## src/verilog/rca_pkg.sv

```systemverilog
// shared constants and types for the small 8-bit core datapath
`default_nettype none
package rca_pkg;
    // =====================================================
    // program side
    localparam int INSTR_W = 12;
    localparam int PROG_WORDS_SMALL = 512;
    localparam int PROG_WORDS_LARGE = 2048;
    localparam logic [10:0] RESET_VEC = 11'h000;
    localparam logic [11:0] NOP_WORD = 12'h000;
    // =====================================================
    // data side
    localparam int DATA_W = 8;
    localparam int DATA_WORDS = 32;
    localparam int STACK_DEPTH = 2;
    localparam logic [4:0] ADR_INDIRECT = 5'h00;
    localparam logic [4:0] ADR_PCL = 5'h02;
    localparam logic [4:0] ADR_STATUS = 5'h03;
    localparam logic [4:0] ADR_FSR = 5'h04;
    // =====================================================
    // status layout and reset values
    localparam int FLG_C = 0;
    localparam int FLG_NIBBLE = 1;
    localparam int FLG_Z = 2;
    localparam int FLG_PA_LO = 5;
    localparam int FLG_PA_HI = 6;
    localparam logic [7:0] STATUS_RST = 8'h00;
    localparam logic [7:0] FSR_RST = 8'h00;
    localparam logic [7:0] ACC_RST = 8'h00;
    // =====================================================
    // the 33 operations
    typedef enum logic [5:0] {
        OP_NOP, OP_OPTION, OP_SLEEP, OP_CLRWDT, OP_TRIS, OP_MOVWF, OP_CLRW,
        OP_CLRF, OP_SUBWF, OP_DECF, OP_IORWF, OP_ANDWF, OP_XORWF, OP_ADDWF,
        OP_MOVF, OP_COMF, OP_INCF, OP_DECFSZ, OP_RRF, OP_RLF, OP_SWAPF,
        OP_INCFSZ, OP_BCF, OP_BSF, OP_BTFSC, OP_BTFSS, OP_RETLW, OP_CALL,
        OP_GOTO, OP_MOVLW, OP_IORLW, OP_ANDLW, OP_XORLW
    } rca_op_e;
    typedef struct packed {
        logic [7:0] res;
        logic c;
        logic nibble_flag;
    } rca_alu_s;
endpackage
`default_nettype wire

```

## src/verilog/rca_core.sv

```systemverilog
// two-stage fetch/execute core with 8-bit arith_logic_unit and file registers
`timescale 1ns/100ps
`default_nettype none
// Functional notes
// - every instruction takes one cycle; flow changes and skips take two
// - thirty-three instructions, each exactly one program word
// - instruction word is 12 bits, fetched whole in one cycle
// - fetch of the next word overlaps execution of the current one
// - program space is 512 or 2048 words, held outside the core and fetched over prog_addr/prog_data
// - program fetch and data access use separate, independent paths
// - special_function_registers and program counter live in data space
// - file registers reachable directly from instruction or via pointer
// - arith_logic_unit is 8 bits: add, subtract, shift and logic
// - arithmetic treats operands as two's complement
// - two-operand ops combine accumulator with file register or literal
// - single-operand ops work on accumulator or a file register
// - accumulator is 8 bits and has no data address
// - carry, nibble_flag and zero update according to the instruction
// - on subtraction carry and nibble_flag mean no borrow when set
module rca_core #(
    parameter int PROG_WORDS = rca_pkg::PROG_WORDS_LARGE,
    parameter int PROG_AW = $clog2(PROG_WORDS)
) (
    input wire logic sys_clk,
    input wire logic sys_rst,
    output logic [PROG_AW-1:0] prog_addr,
    input wire logic [11:0] prog_data,
    output logic [7:0] acc_value,
    output logic [7:0] status_value,
    output logic [7:0] fsr_value
);
    // =====================================================
    // state
    logic [PROG_AW-1:0] pc_reg, pc_next, pc_inc, br_target;
    logic [11:0] ir_reg, ir_next;
    logic [7:0] acc_reg, acc_next;
    logic [7:0] status_reg, status_next;
    logic [7:0] fsr_reg, fsr_next;
    logic [7:0] ram_reg [rca_pkg::DATA_WORDS];
    logic [7:0] ram_next [rca_pkg::DATA_WORDS];
    logic [PROG_AW-1:0] stk_reg [rca_pkg::STACK_DEPTH];
    logic [PROG_AW-1:0] stk_next [rca_pkg::STACK_DEPTH];
    rca_pkg::rca_op_e op;
    rca_pkg::rca_alu_s alu;
    logic [4:0] eff;
    logic [1:0] page;
    logic [7:0] fval, lit, bmask;
    logic [8:0] sum9, diff9;
    logic [4:0] nib5, dnib5;
    logic upd_c, upd_nibble, upd_z, wr_res, to_f, jump, skip;

    // prog_addr is the fetch port, data storage is internal
    assign prog_addr = pc_reg;
    assign acc_value = acc_reg;
    assign status_value = status_reg;
    assign fsr_value = fsr_reg;

    // =====================================================
    // decode of one 12-bit word into one of 33 operations
    function automatic rca_pkg::rca_op_e decode(input logic [11:0] w);
        rca_pkg::rca_op_e d;
        d = rca_pkg::OP_NOP;
        case (w[11:8])
            4'h4: d = rca_pkg::OP_BCF;
            4'h5: d = rca_pkg::OP_BSF;
            4'h6: d = rca_pkg::OP_BTFSC;
            4'h7: d = rca_pkg::OP_BTFSS;
            4'h8: d = rca_pkg::OP_RETLW;
            4'h9: d = rca_pkg::OP_CALL;
            4'ha, 4'hb: d = rca_pkg::OP_GOTO;
            4'hc: d = rca_pkg::OP_MOVLW;
            4'hd: d = rca_pkg::OP_IORLW;
            4'he: d = rca_pkg::OP_ANDLW;
            4'hf: d = rca_pkg::OP_XORLW;
            default: begin
                case (w[9:6])
                    4'h0: begin
                        if (w[5]) begin
                            d = rca_pkg::OP_MOVWF;
                        end else begin
                            case (w[4:0])
                                5'h02: d = rca_pkg::OP_OPTION;
                                5'h03: d = rca_pkg::OP_SLEEP;
                                5'h04: d = rca_pkg::OP_CLRWDT;
                                5'h05, 5'h06, 5'h07: d = rca_pkg::OP_TRIS;
                                default: d = rca_pkg::OP_NOP;
                            endcase
                        end
                    end
                    4'h1: d = w[5] ? rca_pkg::OP_CLRF : rca_pkg::OP_CLRW;
                    4'h2: d = rca_pkg::OP_SUBWF;
                    4'h3: d = rca_pkg::OP_DECF;
                    4'h4: d = rca_pkg::OP_IORWF;
                    4'h5: d = rca_pkg::OP_ANDWF;
                    4'h6: d = rca_pkg::OP_XORWF;
                    4'h7: d = rca_pkg::OP_ADDWF;
                    4'h8: d = rca_pkg::OP_MOVF;
                    4'h9: d = rca_pkg::OP_COMF;
                    4'ha: d = rca_pkg::OP_INCF;
                    4'hb: d = rca_pkg::OP_DECFSZ;
                    4'hc: d = rca_pkg::OP_RRF;
                    4'hd: d = rca_pkg::OP_RLF;
                    4'he: d = rca_pkg::OP_SWAPF;
                    default: d = rca_pkg::OP_INCFSZ;
                endcase
            end
        endcase
        return d;
    endfunction

    // =====================================================
    // operand fetch from data space
    always_comb begin
        op = decode(ir_reg);
        lit = ir_reg[7:0];
        page = status_reg[rca_pkg::FLG_PA_HI:rca_pkg::FLG_PA_LO];
        bmask = 8'h01 << ir_reg[7:5];
        // address 0 redirects through the pointer register
        eff = (ir_reg[4:0] == rca_pkg::ADR_INDIRECT) ? fsr_reg[4:0] : ir_reg[4:0];
        case (eff)
            rca_pkg::ADR_INDIRECT: fval = 8'h00;
            rca_pkg::ADR_PCL: fval = pc_reg[7:0];
            rca_pkg::ADR_STATUS: fval = status_reg;
            rca_pkg::ADR_FSR: fval = fsr_reg;
            default: fval = ram_reg[eff];
        endcase
        // two's complement add and subtract, subtract as f + ~w + 1
        sum9 = {1'b0, fval} + {1'b0, acc_reg};
        nib5 = {1'b0, fval[3:0]} + {1'b0, acc_reg[3:0]};
        diff9 = {1'b0, fval} + {1'b0, ~acc_reg} + 9'h001;
        dnib5 = {1'b0, fval[3:0]} + {1'b0, ~acc_reg[3:0]} + 5'h01;
        pc_inc = PROG_AW'(pc_reg + 1'b1);
    end

    // =====================================================
    // execute stage and next-state
    always_comb begin
        acc_next = acc_reg;
        status_next = status_reg;
        fsr_next = fsr_reg;
        ram_next = ram_reg;
        stk_next = stk_reg;
        pc_next = pc_inc;
        ir_next = prog_data;
        alu.res = fval;
        alu.c = status_reg[rca_pkg::FLG_C];
        alu.nibble_flag = status_reg[rca_pkg::FLG_NIBBLE];
        upd_c = 1'b0;
        upd_nibble = 1'b0;
        upd_z = 1'b0;
        wr_res = 1'b0;
        to_f = ir_reg[5];
        jump = 1'b0;
        skip = 1'b0;
        br_target = pc_reg;
        unique case (op)
            rca_pkg::OP_ADDWF: begin
                alu = '{res: sum9[7:0], c: sum9[8], nibble_flag: nib5[4]};
                {upd_c, upd_nibble, upd_z, wr_res} = 4'hf;
            end
            rca_pkg::OP_SUBWF: begin
                alu = '{res: diff9[7:0], c: diff9[8], nibble_flag: dnib5[4]};
                {upd_c, upd_nibble, upd_z, wr_res} = 4'hf;
            end
            rca_pkg::OP_ANDWF: {alu.res, upd_z, wr_res} = {fval & acc_reg, 2'h3};
            rca_pkg::OP_IORWF: {alu.res, upd_z, wr_res} = {fval | acc_reg, 2'h3};
            rca_pkg::OP_XORWF: {alu.res, upd_z, wr_res} = {fval ^ acc_reg, 2'h3};
            // single-operand group, result to accumulator or register
            rca_pkg::OP_COMF: {alu.res, upd_z, wr_res} = {~fval, 2'h3};
            rca_pkg::OP_DECF: {alu.res, upd_z, wr_res} = {fval - 8'h01, 2'h3};
            rca_pkg::OP_INCF: {alu.res, upd_z, wr_res} = {fval + 8'h01, 2'h3};
            rca_pkg::OP_MOVF: {upd_z, wr_res} = 2'h3;
            rca_pkg::OP_MOVWF: {alu.res, wr_res} = {acc_reg, 1'b1};
            rca_pkg::OP_CLRF, rca_pkg::OP_CLRW: {alu.res, upd_z, wr_res} = {8'h00, 2'h3};
            rca_pkg::OP_DECFSZ: begin
                {alu.res, wr_res} = {fval - 8'h01, 1'b1};
                skip = (alu.res == 8'h00);
            end
            rca_pkg::OP_INCFSZ: begin
                {alu.res, wr_res} = {fval + 8'h01, 1'b1};
                skip = (alu.res == 8'h00);
            end
            // shifts rotate through carry
            rca_pkg::OP_RRF: begin
                alu.res = {status_reg[rca_pkg::FLG_C], fval[7:1]};
                alu.c = fval[0];
                {upd_c, wr_res} = 2'h3;
            end
            rca_pkg::OP_RLF: begin
                alu.res = {fval[6:0], status_reg[rca_pkg::FLG_C]};
                alu.c = fval[7];
                {upd_c, wr_res} = 2'h3;
            end
            rca_pkg::OP_SWAPF: {alu.res, wr_res} = {fval[3:0], fval[7:4], 1'b1};
            rca_pkg::OP_BCF: {alu.res, wr_res, to_f} = {fval & ~bmask, 2'h3};
            rca_pkg::OP_BSF: {alu.res, wr_res, to_f} = {fval | bmask, 2'h3};
            rca_pkg::OP_BTFSC: skip = ((fval & bmask) == 8'h00);
            rca_pkg::OP_BTFSS: skip = ((fval & bmask) != 8'h00);
            // literal group works against the accumulator
            rca_pkg::OP_MOVLW: {alu.res, wr_res, to_f} = {lit, 2'h2};
            rca_pkg::OP_IORLW: {alu.res, upd_z, wr_res, to_f} = {lit | acc_reg, 3'h6};
            rca_pkg::OP_ANDLW: {alu.res, upd_z, wr_res, to_f} = {lit & acc_reg, 3'h6};
            rca_pkg::OP_XORLW: {alu.res, upd_z, wr_res, to_f} = {lit ^ acc_reg, 3'h6};
            rca_pkg::OP_RETLW: begin
                acc_next = lit;
                jump = 1'b1;
                br_target = stk_reg[0];
                stk_next[0] = stk_reg[1];
            end
            rca_pkg::OP_CALL: begin
                jump = 1'b1;
                br_target = PROG_AW'({page, 1'b0, lit});
                stk_next[1] = stk_reg[0];
                stk_next[0] = pc_reg;
            end
            rca_pkg::OP_GOTO: begin
                jump = 1'b1;
                br_target = PROG_AW'({page, ir_reg[8:0]});
            end
            default: begin
            end
        endcase
        // accumulator is reached here when to_f is clear; RETLW loads it directly above
        if (wr_res && !to_f) begin
            acc_next = alu.res;
        end else if (wr_res) begin
            case (eff)
                rca_pkg::ADR_INDIRECT: begin
                end
                rca_pkg::ADR_PCL: begin
                    jump = 1'b1;
                    br_target = PROG_AW'({page, 1'b0, alu.res});
                end
                rca_pkg::ADR_STATUS: status_next = alu.res;
                rca_pkg::ADR_FSR: fsr_next = alu.res;
                default: ram_next[eff] = alu.res;
            endcase
        end
        // flag updates win over a plain write to the status register
        if (upd_c) status_next[rca_pkg::FLG_C] = alu.c;
        if (upd_nibble) status_next[rca_pkg::FLG_NIBBLE] = alu.nibble_flag;
        if (upd_z) status_next[rca_pkg::FLG_Z] = (alu.res == 8'h00);
        if (jump) pc_next = br_target;
        if (jump || skip) ir_next = rca_pkg::NOP_WORD;
    end

    always_ff @(posedge sys_clk) begin
        if (sys_rst) begin
            pc_reg <= rca_pkg::RESET_VEC[PROG_AW-1:0];
            ir_reg <= rca_pkg::NOP_WORD;
            acc_reg <= rca_pkg::ACC_RST;
            status_reg <= rca_pkg::STATUS_RST;
            fsr_reg <= rca_pkg::FSR_RST;
            ram_reg <= '{default: 8'h00};
            stk_reg <= '{default: '0};
        end else begin
            pc_reg <= pc_next;
            ir_reg <= ir_next;
            acc_reg <= acc_next;
            status_reg <= status_next;
            fsr_reg <= fsr_next;
            ram_reg <= ram_next;
            stk_reg <= stk_next;
        end
    end

    // =====================================================
    // checks
    property p_pipe_step;
        @(posedge sys_clk) disable iff (sys_rst)
        !sys_rst && !jump |=> prog_addr == $past(pc_inc);
    endproperty
    a_pipe_step: assert property (p_pipe_step) else $error("fetch did not advance");

    property p_whole_word;
        @(posedge sys_clk) disable iff (sys_rst)
        !sys_rst && !(jump || skip) |=> ir_reg == $past(prog_data);
    endproperty
    a_whole_word: assert property (p_whole_word) else $error("word not latched");

    property p_flush;
        @(posedge sys_clk) disable iff (sys_rst)
        (jump || skip) |=> ir_reg == rca_pkg::NOP_WORD && prog_addr == $past(pc_next);
    endproperty
    a_flush: assert property (p_flush) else $error("prefetch not discarded");

    property p_goto_two;
        @(posedge sys_clk) disable iff (sys_rst)
        op == rca_pkg::OP_GOTO |=> op == rca_pkg::OP_NOP
            ##1 prog_addr == PROG_AW'($past(br_target, 2) + 1'b1);
    endproperty
    a_goto_two: assert property (p_goto_two) else $error("goto timing wrong");

    property p_add_carry;
        @(posedge sys_clk) disable iff (sys_rst)
        op == rca_pkg::OP_ADDWF |=> status_reg[rca_pkg::FLG_C] == ($past(fval) > ~$past(acc_reg))
            && status_reg[rca_pkg::FLG_NIBBLE] == ($past(fval[3:0]) > ~$past(acc_reg[3:0]));
    endproperty
    a_add_carry: assert property (p_add_carry) else $error("add carry wrong");

    property p_sub_borrow;
        @(posedge sys_clk) disable iff (sys_rst)
        op == rca_pkg::OP_SUBWF |=> status_reg[rca_pkg::FLG_C] == ($past(fval) >= $past(acc_reg))
            && status_reg[rca_pkg::FLG_NIBBLE] == ($past(fval[3:0]) >= $past(acc_reg[3:0]));
    endproperty
    a_sub_borrow: assert property (p_sub_borrow) else $error("borrow wrong");

    property p_zero;
        @(posedge sys_clk) disable iff (sys_rst)
        upd_z |=> status_reg[rca_pkg::FLG_Z] == ($past(alu.res) == 8'h00);
    endproperty
    a_zero: assert property (p_zero) else $error("zero flag wrong");

    property p_literal;
        @(posedge sys_clk) disable iff (sys_rst)
        op == rca_pkg::OP_MOVLW |=> acc_reg == $past(ir_reg[7:0]);
    endproperty
    a_literal: assert property (p_literal) else $error("literal not loaded");

    property p_pcl_map;
        @(posedge sys_clk) disable iff (sys_rst)
        op == rca_pkg::OP_MOVF && !ir_reg[5] && ir_reg[4:0] == rca_pkg::ADR_PCL
            |=> acc_reg == $past(pc_reg[7:0]);
    endproperty
    a_pcl_map: assert property (p_pcl_map) else $error("pc not readable");

    property p_indirect;
        @(posedge sys_clk) disable iff (sys_rst)
        op == rca_pkg::OP_MOVWF && ir_reg[4:0] == rca_pkg::ADR_INDIRECT
            && fsr_reg[4:0] > rca_pkg::ADR_FSR |=> ram_reg[$past(fsr_reg[4:0])] == $past(acc_reg);
    endproperty
    a_indirect: assert property (p_indirect) else $error("indirect write lost");
endmodule
`default_nettype wire

```

## config.mk

```make
export PLATFORM = sky130hd
export DESIGN_NAME = rca_core
export DESIGN_NICKNAME = d
export VERILOG_FILES = /design/src/verilog/rca_pkg.sv /design/src/verilog/rca_core.sv
export SDC_FILE = /design/constraint.sdc
export NUM_CORES = 1
export LEC_CHECK = 0
export BUFFER_PORTS_ARGS = -buffer_cell sky130_fd_sc_hd__buf_2
export CELL_PAD_IN_SITES_DETAIL_PLACEMENT = 1
export CELL_PAD_IN_SITES_GLOBAL_PLACEMENT = 2
export CORE_MARGIN = 2
export CORE_UTILIZATION = 41
export CTS_CLUSTER_SIZE = 10
export DETAILED_ROUTE_END_ITERATION = 7
export PLACE_DENSITY = 0.91
export SYNTH_ARGS = -nofsm -noshare
export SYNTH_HDL_FRONTEND = slang
export SYNTH_SLANG_ARGS = --single-unit
```

## constraint.sdc

```tcl
create_clock -name sys_clk -period 10.8 [get_ports sys_clk]
set_input_delay 3.24 -clock sys_clk [delete_from_list [all_inputs] [get_ports sys_clk]]
set_output_delay 3.24 -clock sys_clk [all_outputs]
set_load 0.1 [all_outputs]
```

==> metrics.cfg, run 1 <==
[flow_run]
drv_cap=0

[logic_synthesis]
syn-cell-area_um2=17700
syn_avg_cell_area_um2=7.75
ys_async_sr_fraction_pct=0
synthCells=2282
synth_edf_count=0
ys.flop_type=dfxtp_1
syn-num-nets=2319
ys_ff_latch=318
yosysWarnings=0
ys_seq_area_share_pct=36.0
yosysUniqueCellTypes=93

[sta]
rsz0062_at_grt=false
finalClockSkew_ps=26.6
drv_slew=0
hold_viol_final=0
setup_violations=0
post-route-min-period_ps=8300
slew-limit-headroom_pct=10.1
period_share_pct=76.9
finalSetupTns_ps=0
worst_pin_slew_ps=1340
fmax_mhz=120

[power]
intPower_w=0.00222
irDropWorstVdd_mv=0.163
switchingPower_w=0.00151
p_comb_share_pct=32.2
power_frac_seq_pct=33.4
netSwitchingFraction_pct=40.5
power_density_nw_per_um2=192
leakagePower_nw=6.77
p_clk_share_pct=34.4

[detailed_routing]
first_pass_iters=5
via_per_inst=6.51
vias=18300
post_drt_wl_per_cell_um=27.3
post-route-drc-count=0
ant_nets=0
wl_um=76600
drt_iter0_drc=1743

[grt]
grt_pass1_wl_um=116000
grt_overflow=0
global_route.usage.total_pct=34.0
grt_start_max_net_pins=121
first_global_vias=18300
antenna_found_initial=1

[final_layout]
layout.nets=2280
fin_area_um2=19500
largest_reg_flops=249
area_growth_pct=10.1
n_antenna_cell=0
drive_gt1_share_pct=9.25

[critical_path]
rrSetupSlack_ps=2500
arrival_ps=8790
critical_path.startpoint_type=flop
worstSetupPathType=reg2reg
cp.required_ps=11290
cp-end-kind=flop
cp_max_fo=60

[clocking]
numCtsBuffers=40
cts.sinks=318
clk_pin_slew_ps=60
h-tree-depth=2
cts-root-buf=clkbuf_16
cts_resized=0
clk_path_buf_depth=3
cts_tree=done
clock_latency_ps=590
holdBufCountCts=0
post_cts_buffers=0

[floorplanning]
die_h_um=212
core.rowCount=76
start_util_pct=41.3
die-area_um2=44800
core-area_um2=42800
die_width_um=212
ios=49

[hold_path]
hold_class=reg2reg

[placed_design]
placed_area_um2=18300
gp_congestion=0.978
port_buffers=48
dpl.hpwl_um=51200

[status]
status=complete, no violations

-- cell families (layout without fill, tap and decap cells) --
group                      count (synthesis)  count (layout)  share of synthesized area [%]
muxes                                     98              98                           5.57
AOI/OAI and AO/OA                        683             683                           26.2
adders and majority gates                 24              24                           1.77
xor gates and xnor gates                  29              29                           1.44
buffers and inverters                    206             183                           5.29
DFF                                      318             318                           36.0
and+or+nand+nor                          924             924                           23.8
-- cells in the final DEF, fill, tap and decap left out, types with 12 or more instances in the layout --
cell type / Yosys / layout
nor2_1: 257 / 256
o21ai_0: 73 / 73
nor2b_1: 86 / 86
nand2_1: 374 / 373
o211ai_1: 21 / 21
a31oi_1: 13 / 12
ha_1: 21 / 21
mux2i_1: 95 / 95
nor3_1: 31 / 29
xor2_1: 13 / 13
clkbuf_16: 0 / 41
nand4_1: 12 / 12
o22ai_1: 12 / 12
nand3_1: 56 / 56
xnor2_1: 16 / 16
a21oi_1: 234 / 233
a211oi_1: 88 / 87
dfxtp_1: 318 / 317
and2_1: 21 / 21
inv_1: 26 / 26
o221ai_1: 16 / 16
o2111ai_1: 15 / 15
a221oi_1: 69 / 69
buf_2: 43 / 47
buf_4: 12 / 45
a22oi_1: 17 / 17
-- critical path, stage by stage (launching register included) --
cell and delay [ps]:
dfxtp_1 550, or4_4 700, o21ai_4 140, buf_4 350
buf_4 650, a221oi_1 200, o21ai_0 550, o2111ai_1 330
o21ai_2 800, ha_1 280, inv_1 70, o21bai_1 170
a21oi_1 130, o31ai_1 380, a21oi_1 170, o21bai_1 220
xor2_1 110, o221a_2 260, o211a_1 150, o2111a_1 180
a211oi_4 1080, buf_4 430, nand2_1 100, a21oi_1 160
-- final timing paths --
kind	depth (start not counted)	startpoint	endpoint
max	23	ir_reg[3]	ram_reg[159]
min	2	ram_reg[56]	ram_reg[56]
max reg2reg	23	ir_reg[3]	ram_reg[159]
min reg2reg	2	ram_reg[56]	ram_reg[56]
-- power by group through the flow --
stage	Clock [W]	Sequential, W	Combinational, W
2_1_floorplan	0	0.00133	0.000670
3_3_place_gp	0	0.00127	0.00116
3_5_place_dp	0	0.00127	0.00117
4_1_cts	0.00130	0.00124	0.00117
5_1_grt	0.00134	0.00125	0.00125
6_report	0.00128	0.00125	0.00120
-- final cells by class --
cell class                      instances  area, µm²
Clock inverter                          6       95.1
Tap cell                              546        683
Sequential cell                       318       6370
Clock buffer                           52       1110
Multi-Input combinational cell       1758      10500
Fill cell                            5206      23300
Timing Repair Buffer                   93        588
Inverter                               32        123
-- layer usage --
metal  global-route usage (%)  vias to the layer above  share of wire (%)
met2                     55.5                      754                 46
met5                        0                        -              0.016
met4                     17.8                        2                5.5
met3                     5.28                      236                6.6
met1                     43.3                     9139                 42
li1                         -                     8119                  -
-- cells in the mapped netlist, drive strengths merged (17+ instances only) --
master / count / area share (%)
dfxtp: 318 / 36
mux2i: 95 / 5.4
nor3: 34 / 1.1
a211oi: 90 / 3.9
clkbuf: 105 / 2.2
nor2: 266 / 5.8
inv: 30 / 0.65
nand2: 375 / 8.0
buf: 69 / 2.4
a221oi: 70 / 3.5
a21oi: 235 / 6.7
nor2b: 87 / 3.1
nand3: 56 / 1.6
ha: 21 / 1.5
o21ai: 83 / 2.5
and2: 21 / 0.74
o211ai: 21 / 0.89
a22oi: 17 / 0.72
-- through the flow --
stage          hold slack, ps  worst slack [ps]  std cells  utilization, %  power, W
2_1_floorplan             417              5080       2282               -   0.00200
3_3_place_gp              437              2880       2747            42.7   0.00242
3_5_place_dp              444              2770       2747            42.7   0.00244
4_1_cts                   452              2740       2805            45.5   0.00371
5_1_grt                   460              2320       2805            45.5   0.00384
6_report                  450              2500       2805            45.5   0.00373
Power figures use the tool's default switching activity.
==> inputs of run 2 (changes only) <==
- CORE_UTILIZATION: 41 -> 38
- PLACE_DENSITY: 0.91 -> 0.85
- clock period: 10.8 -> 8.3 ns (I/O delays scaled with it)
==> metrics.cfg, run 2 (synthesis results as in run 1) <==
[hold_path]
hold_class=reg2reg  ; unchanged
min_from=ram_reg[149]  ; was ram_reg[56]
hold_depth=2  ; unchanged

[sta]
fmax_mhz=126  ; was 120 MHz
finalSetupTns_ps=0  ; unchanged
setup_violations=0  ; unchanged
worst_pin_slew_ps=1240  ; was 1340 ps
drv_slew=0  ; unchanged
slew-limit-headroom_pct=16.6  ; was 10.1%
period_share_pct=95.4  ; was 76.9%
hold_viol_final=0  ; unchanged
finalClockSkew_ps=48.4  ; was 26.6 ps
fin_ws_ps=379  ; was 2500 ps
rsz0062_at_grt=false  ; unchanged
post-route-min-period_ps=7920  ; was 8300 ps

[grt]
global_route.usage.total_pct=32.3  ; was 34.0%
first_global_vias=18300  ; about the same
grt_pass1_wl_um=118000  ; was 116000 µm
antenna_found_initial=1  ; unchanged
grt_overflow=0  ; unchanged
grt_start_max_net_pins=139  ; was 121

[clocking]
cts.sinks=318  ; unchanged
cts_tree=done  ; unchanged
cts-root-buf=clkbuf_16  ; unchanged
post_cts_buffers=0  ; unchanged
clk_pin_slew_ps=50  ; was 60 ps
h-tree-depth=2  ; unchanged
holdBufCountCts=0  ; unchanged
clk_path_buf_depth=3  ; unchanged
numCtsBuffers=41  ; was 40
cts_resized=0  ; unchanged
clock_latency_ps=580  ; was 590 ps

[critical_path]
cp-end-kind=flop  ; unchanged
worstSetupPathType=reg2reg  ; unchanged
cp_max_fo=29  ; was 60
arrival_ps=8380  ; was 8790 ps
critical_path.startpoint_type=flop  ; unchanged
reg2reg_from=ir_reg[3]  ; unchanged
ff2ff_path_depth=23  ; unchanged
critical_path.startpoint=ir_reg[3]  ; unchanged
cp.required_ps=8760  ; was 11290 ps

[final_layout]
layout.nets=2305  ; was 2280
n_antenna_cell=0  ; unchanged
area_growth_pct=11.8  ; was 10.1%
drive_gt1_share_pct=10.1  ; was 9.25%
layout_common_cells=nand2_1, dfxtp_1, nor2_1  ; unchanged
final_common_cell=nand2_1  ; unchanged
largest_reg_flops=249  ; unchanged

[placed_design]
dpl.hpwl_um=54900  ; was 51200 µm
gp_congestion=0.996  ; was 0.978
port_buffers=48  ; unchanged
pre_cts_ws_ps=580  ; was 2770 ps

[detailed_routing]
post-route-drc-count=0  ; unchanged
post_drt_wl_per_cell_um=27.3  ; about the same
first_pass_iters=6  ; was 5
wl_um=78900  ; was 76600 µm
drt_iter0_drc=1630  ; was 1743
vias=18300  ; about the same
ant_nets=0  ; unchanged
via_per_inst=6.31  ; was 6.51

[floorplanning]
ios=49  ; unchanged
start_util_pct=38.2  ; was 41.3%
core.rowCount=79  ; was 76
die_width_um=220  ; was 212 µm
core-area_um2=46300  ; was 42800 µm²
die_h_um=220  ; was 212 µm
die-area_um2=48300  ; was 44800 µm²

[power]
power_density_nw_per_um2=249  ; was 192 nW/µm²
leakagePower_nw=6.90  ; was 6.77 nW
irDropWorstVdd_mv=0.192  ; was 0.163 mV

[flow_run]
drv_cap=0  ; unchanged

[status]
status=complete, no violations  ; unchanged

-- run 2: metrics by stage --
stage | std cells | instance area [µm²] | total power (W) | util, % | hold WS [ps]
detailed placement | 2832 | 18500 | 0.00323 | 40.1 | 439
global route | 2895 | 19800 | 0.00508 | 42.7 | 463
global placement | 2832 | 18500 | 0.00322 | 40.1 | 436
floorplan | 2282 | 17700 | 0.00260 | - | 417
CTS | 2895 | 19800 | 0.00492 | 42.7 | 447
finish | 2895 | 19800 | 0.00493 | 42.7 | 448
-- run 2: critical path, stage by stage (launching register included) --
cell,delay (ps)
dfxtp_1,560
nor3b_2,780
a21o_2,510
buf_12,250
buf_4,380
a221oi_1,80
o21ai_0,520
o2111ai_1,500
o21ai_2,610
inv_1,280
ha_1,290
fa_1,430
o21bai_1,170
a21o_1,190
a21oi_1,110
o21bai_1,250
o221ai_1,150
o21ai_0,120
o2111ai_1,140
a211oi_1,470
o221ai_1,220
o21a_1,220
or3_1,400
o31ai_2,170
-- run 2: area by class of cell --
cell class	count	area (µm²)
tap	607	759
fill	5614	26500
inverter	32	123
sequential	318	6370
clock inverter	5	77.6
clock buffer	58	1150
multi-input combinational	1758	10500
timing repair buffer	117	806
-- run 2: final timing paths --
kind,to,slack (ps)
setup / recovery,status_value[2],380
hold / removal,ram_reg[149],450
setup reg to reg,status_value[2],380
hold reg to reg,ram_reg[149],450
-- run 2: power by group --
group | total, W | internal, W | leakage (nW) | switching [W]
registers | 0.00162 | 0.00155 | 2.57 | 0.0000649
clock network | 0.00169 | 0.000990 | 0.593 | 0.000700
logic | 0.00162 | 0.000400 | 3.74 | 0.00122
total | 0.00493 | 0.00294 | 6.90 | 0.00198
-- run 2: routing by layer --
metal	vias up	global-route usage, %	part of all wire (%)
li1	8167	-	-
met1	9174	41.1	42
met2	720	54.0	47
met3	197	3.95	5.7
met4	0	16.1	5.0
met5	-	0	0
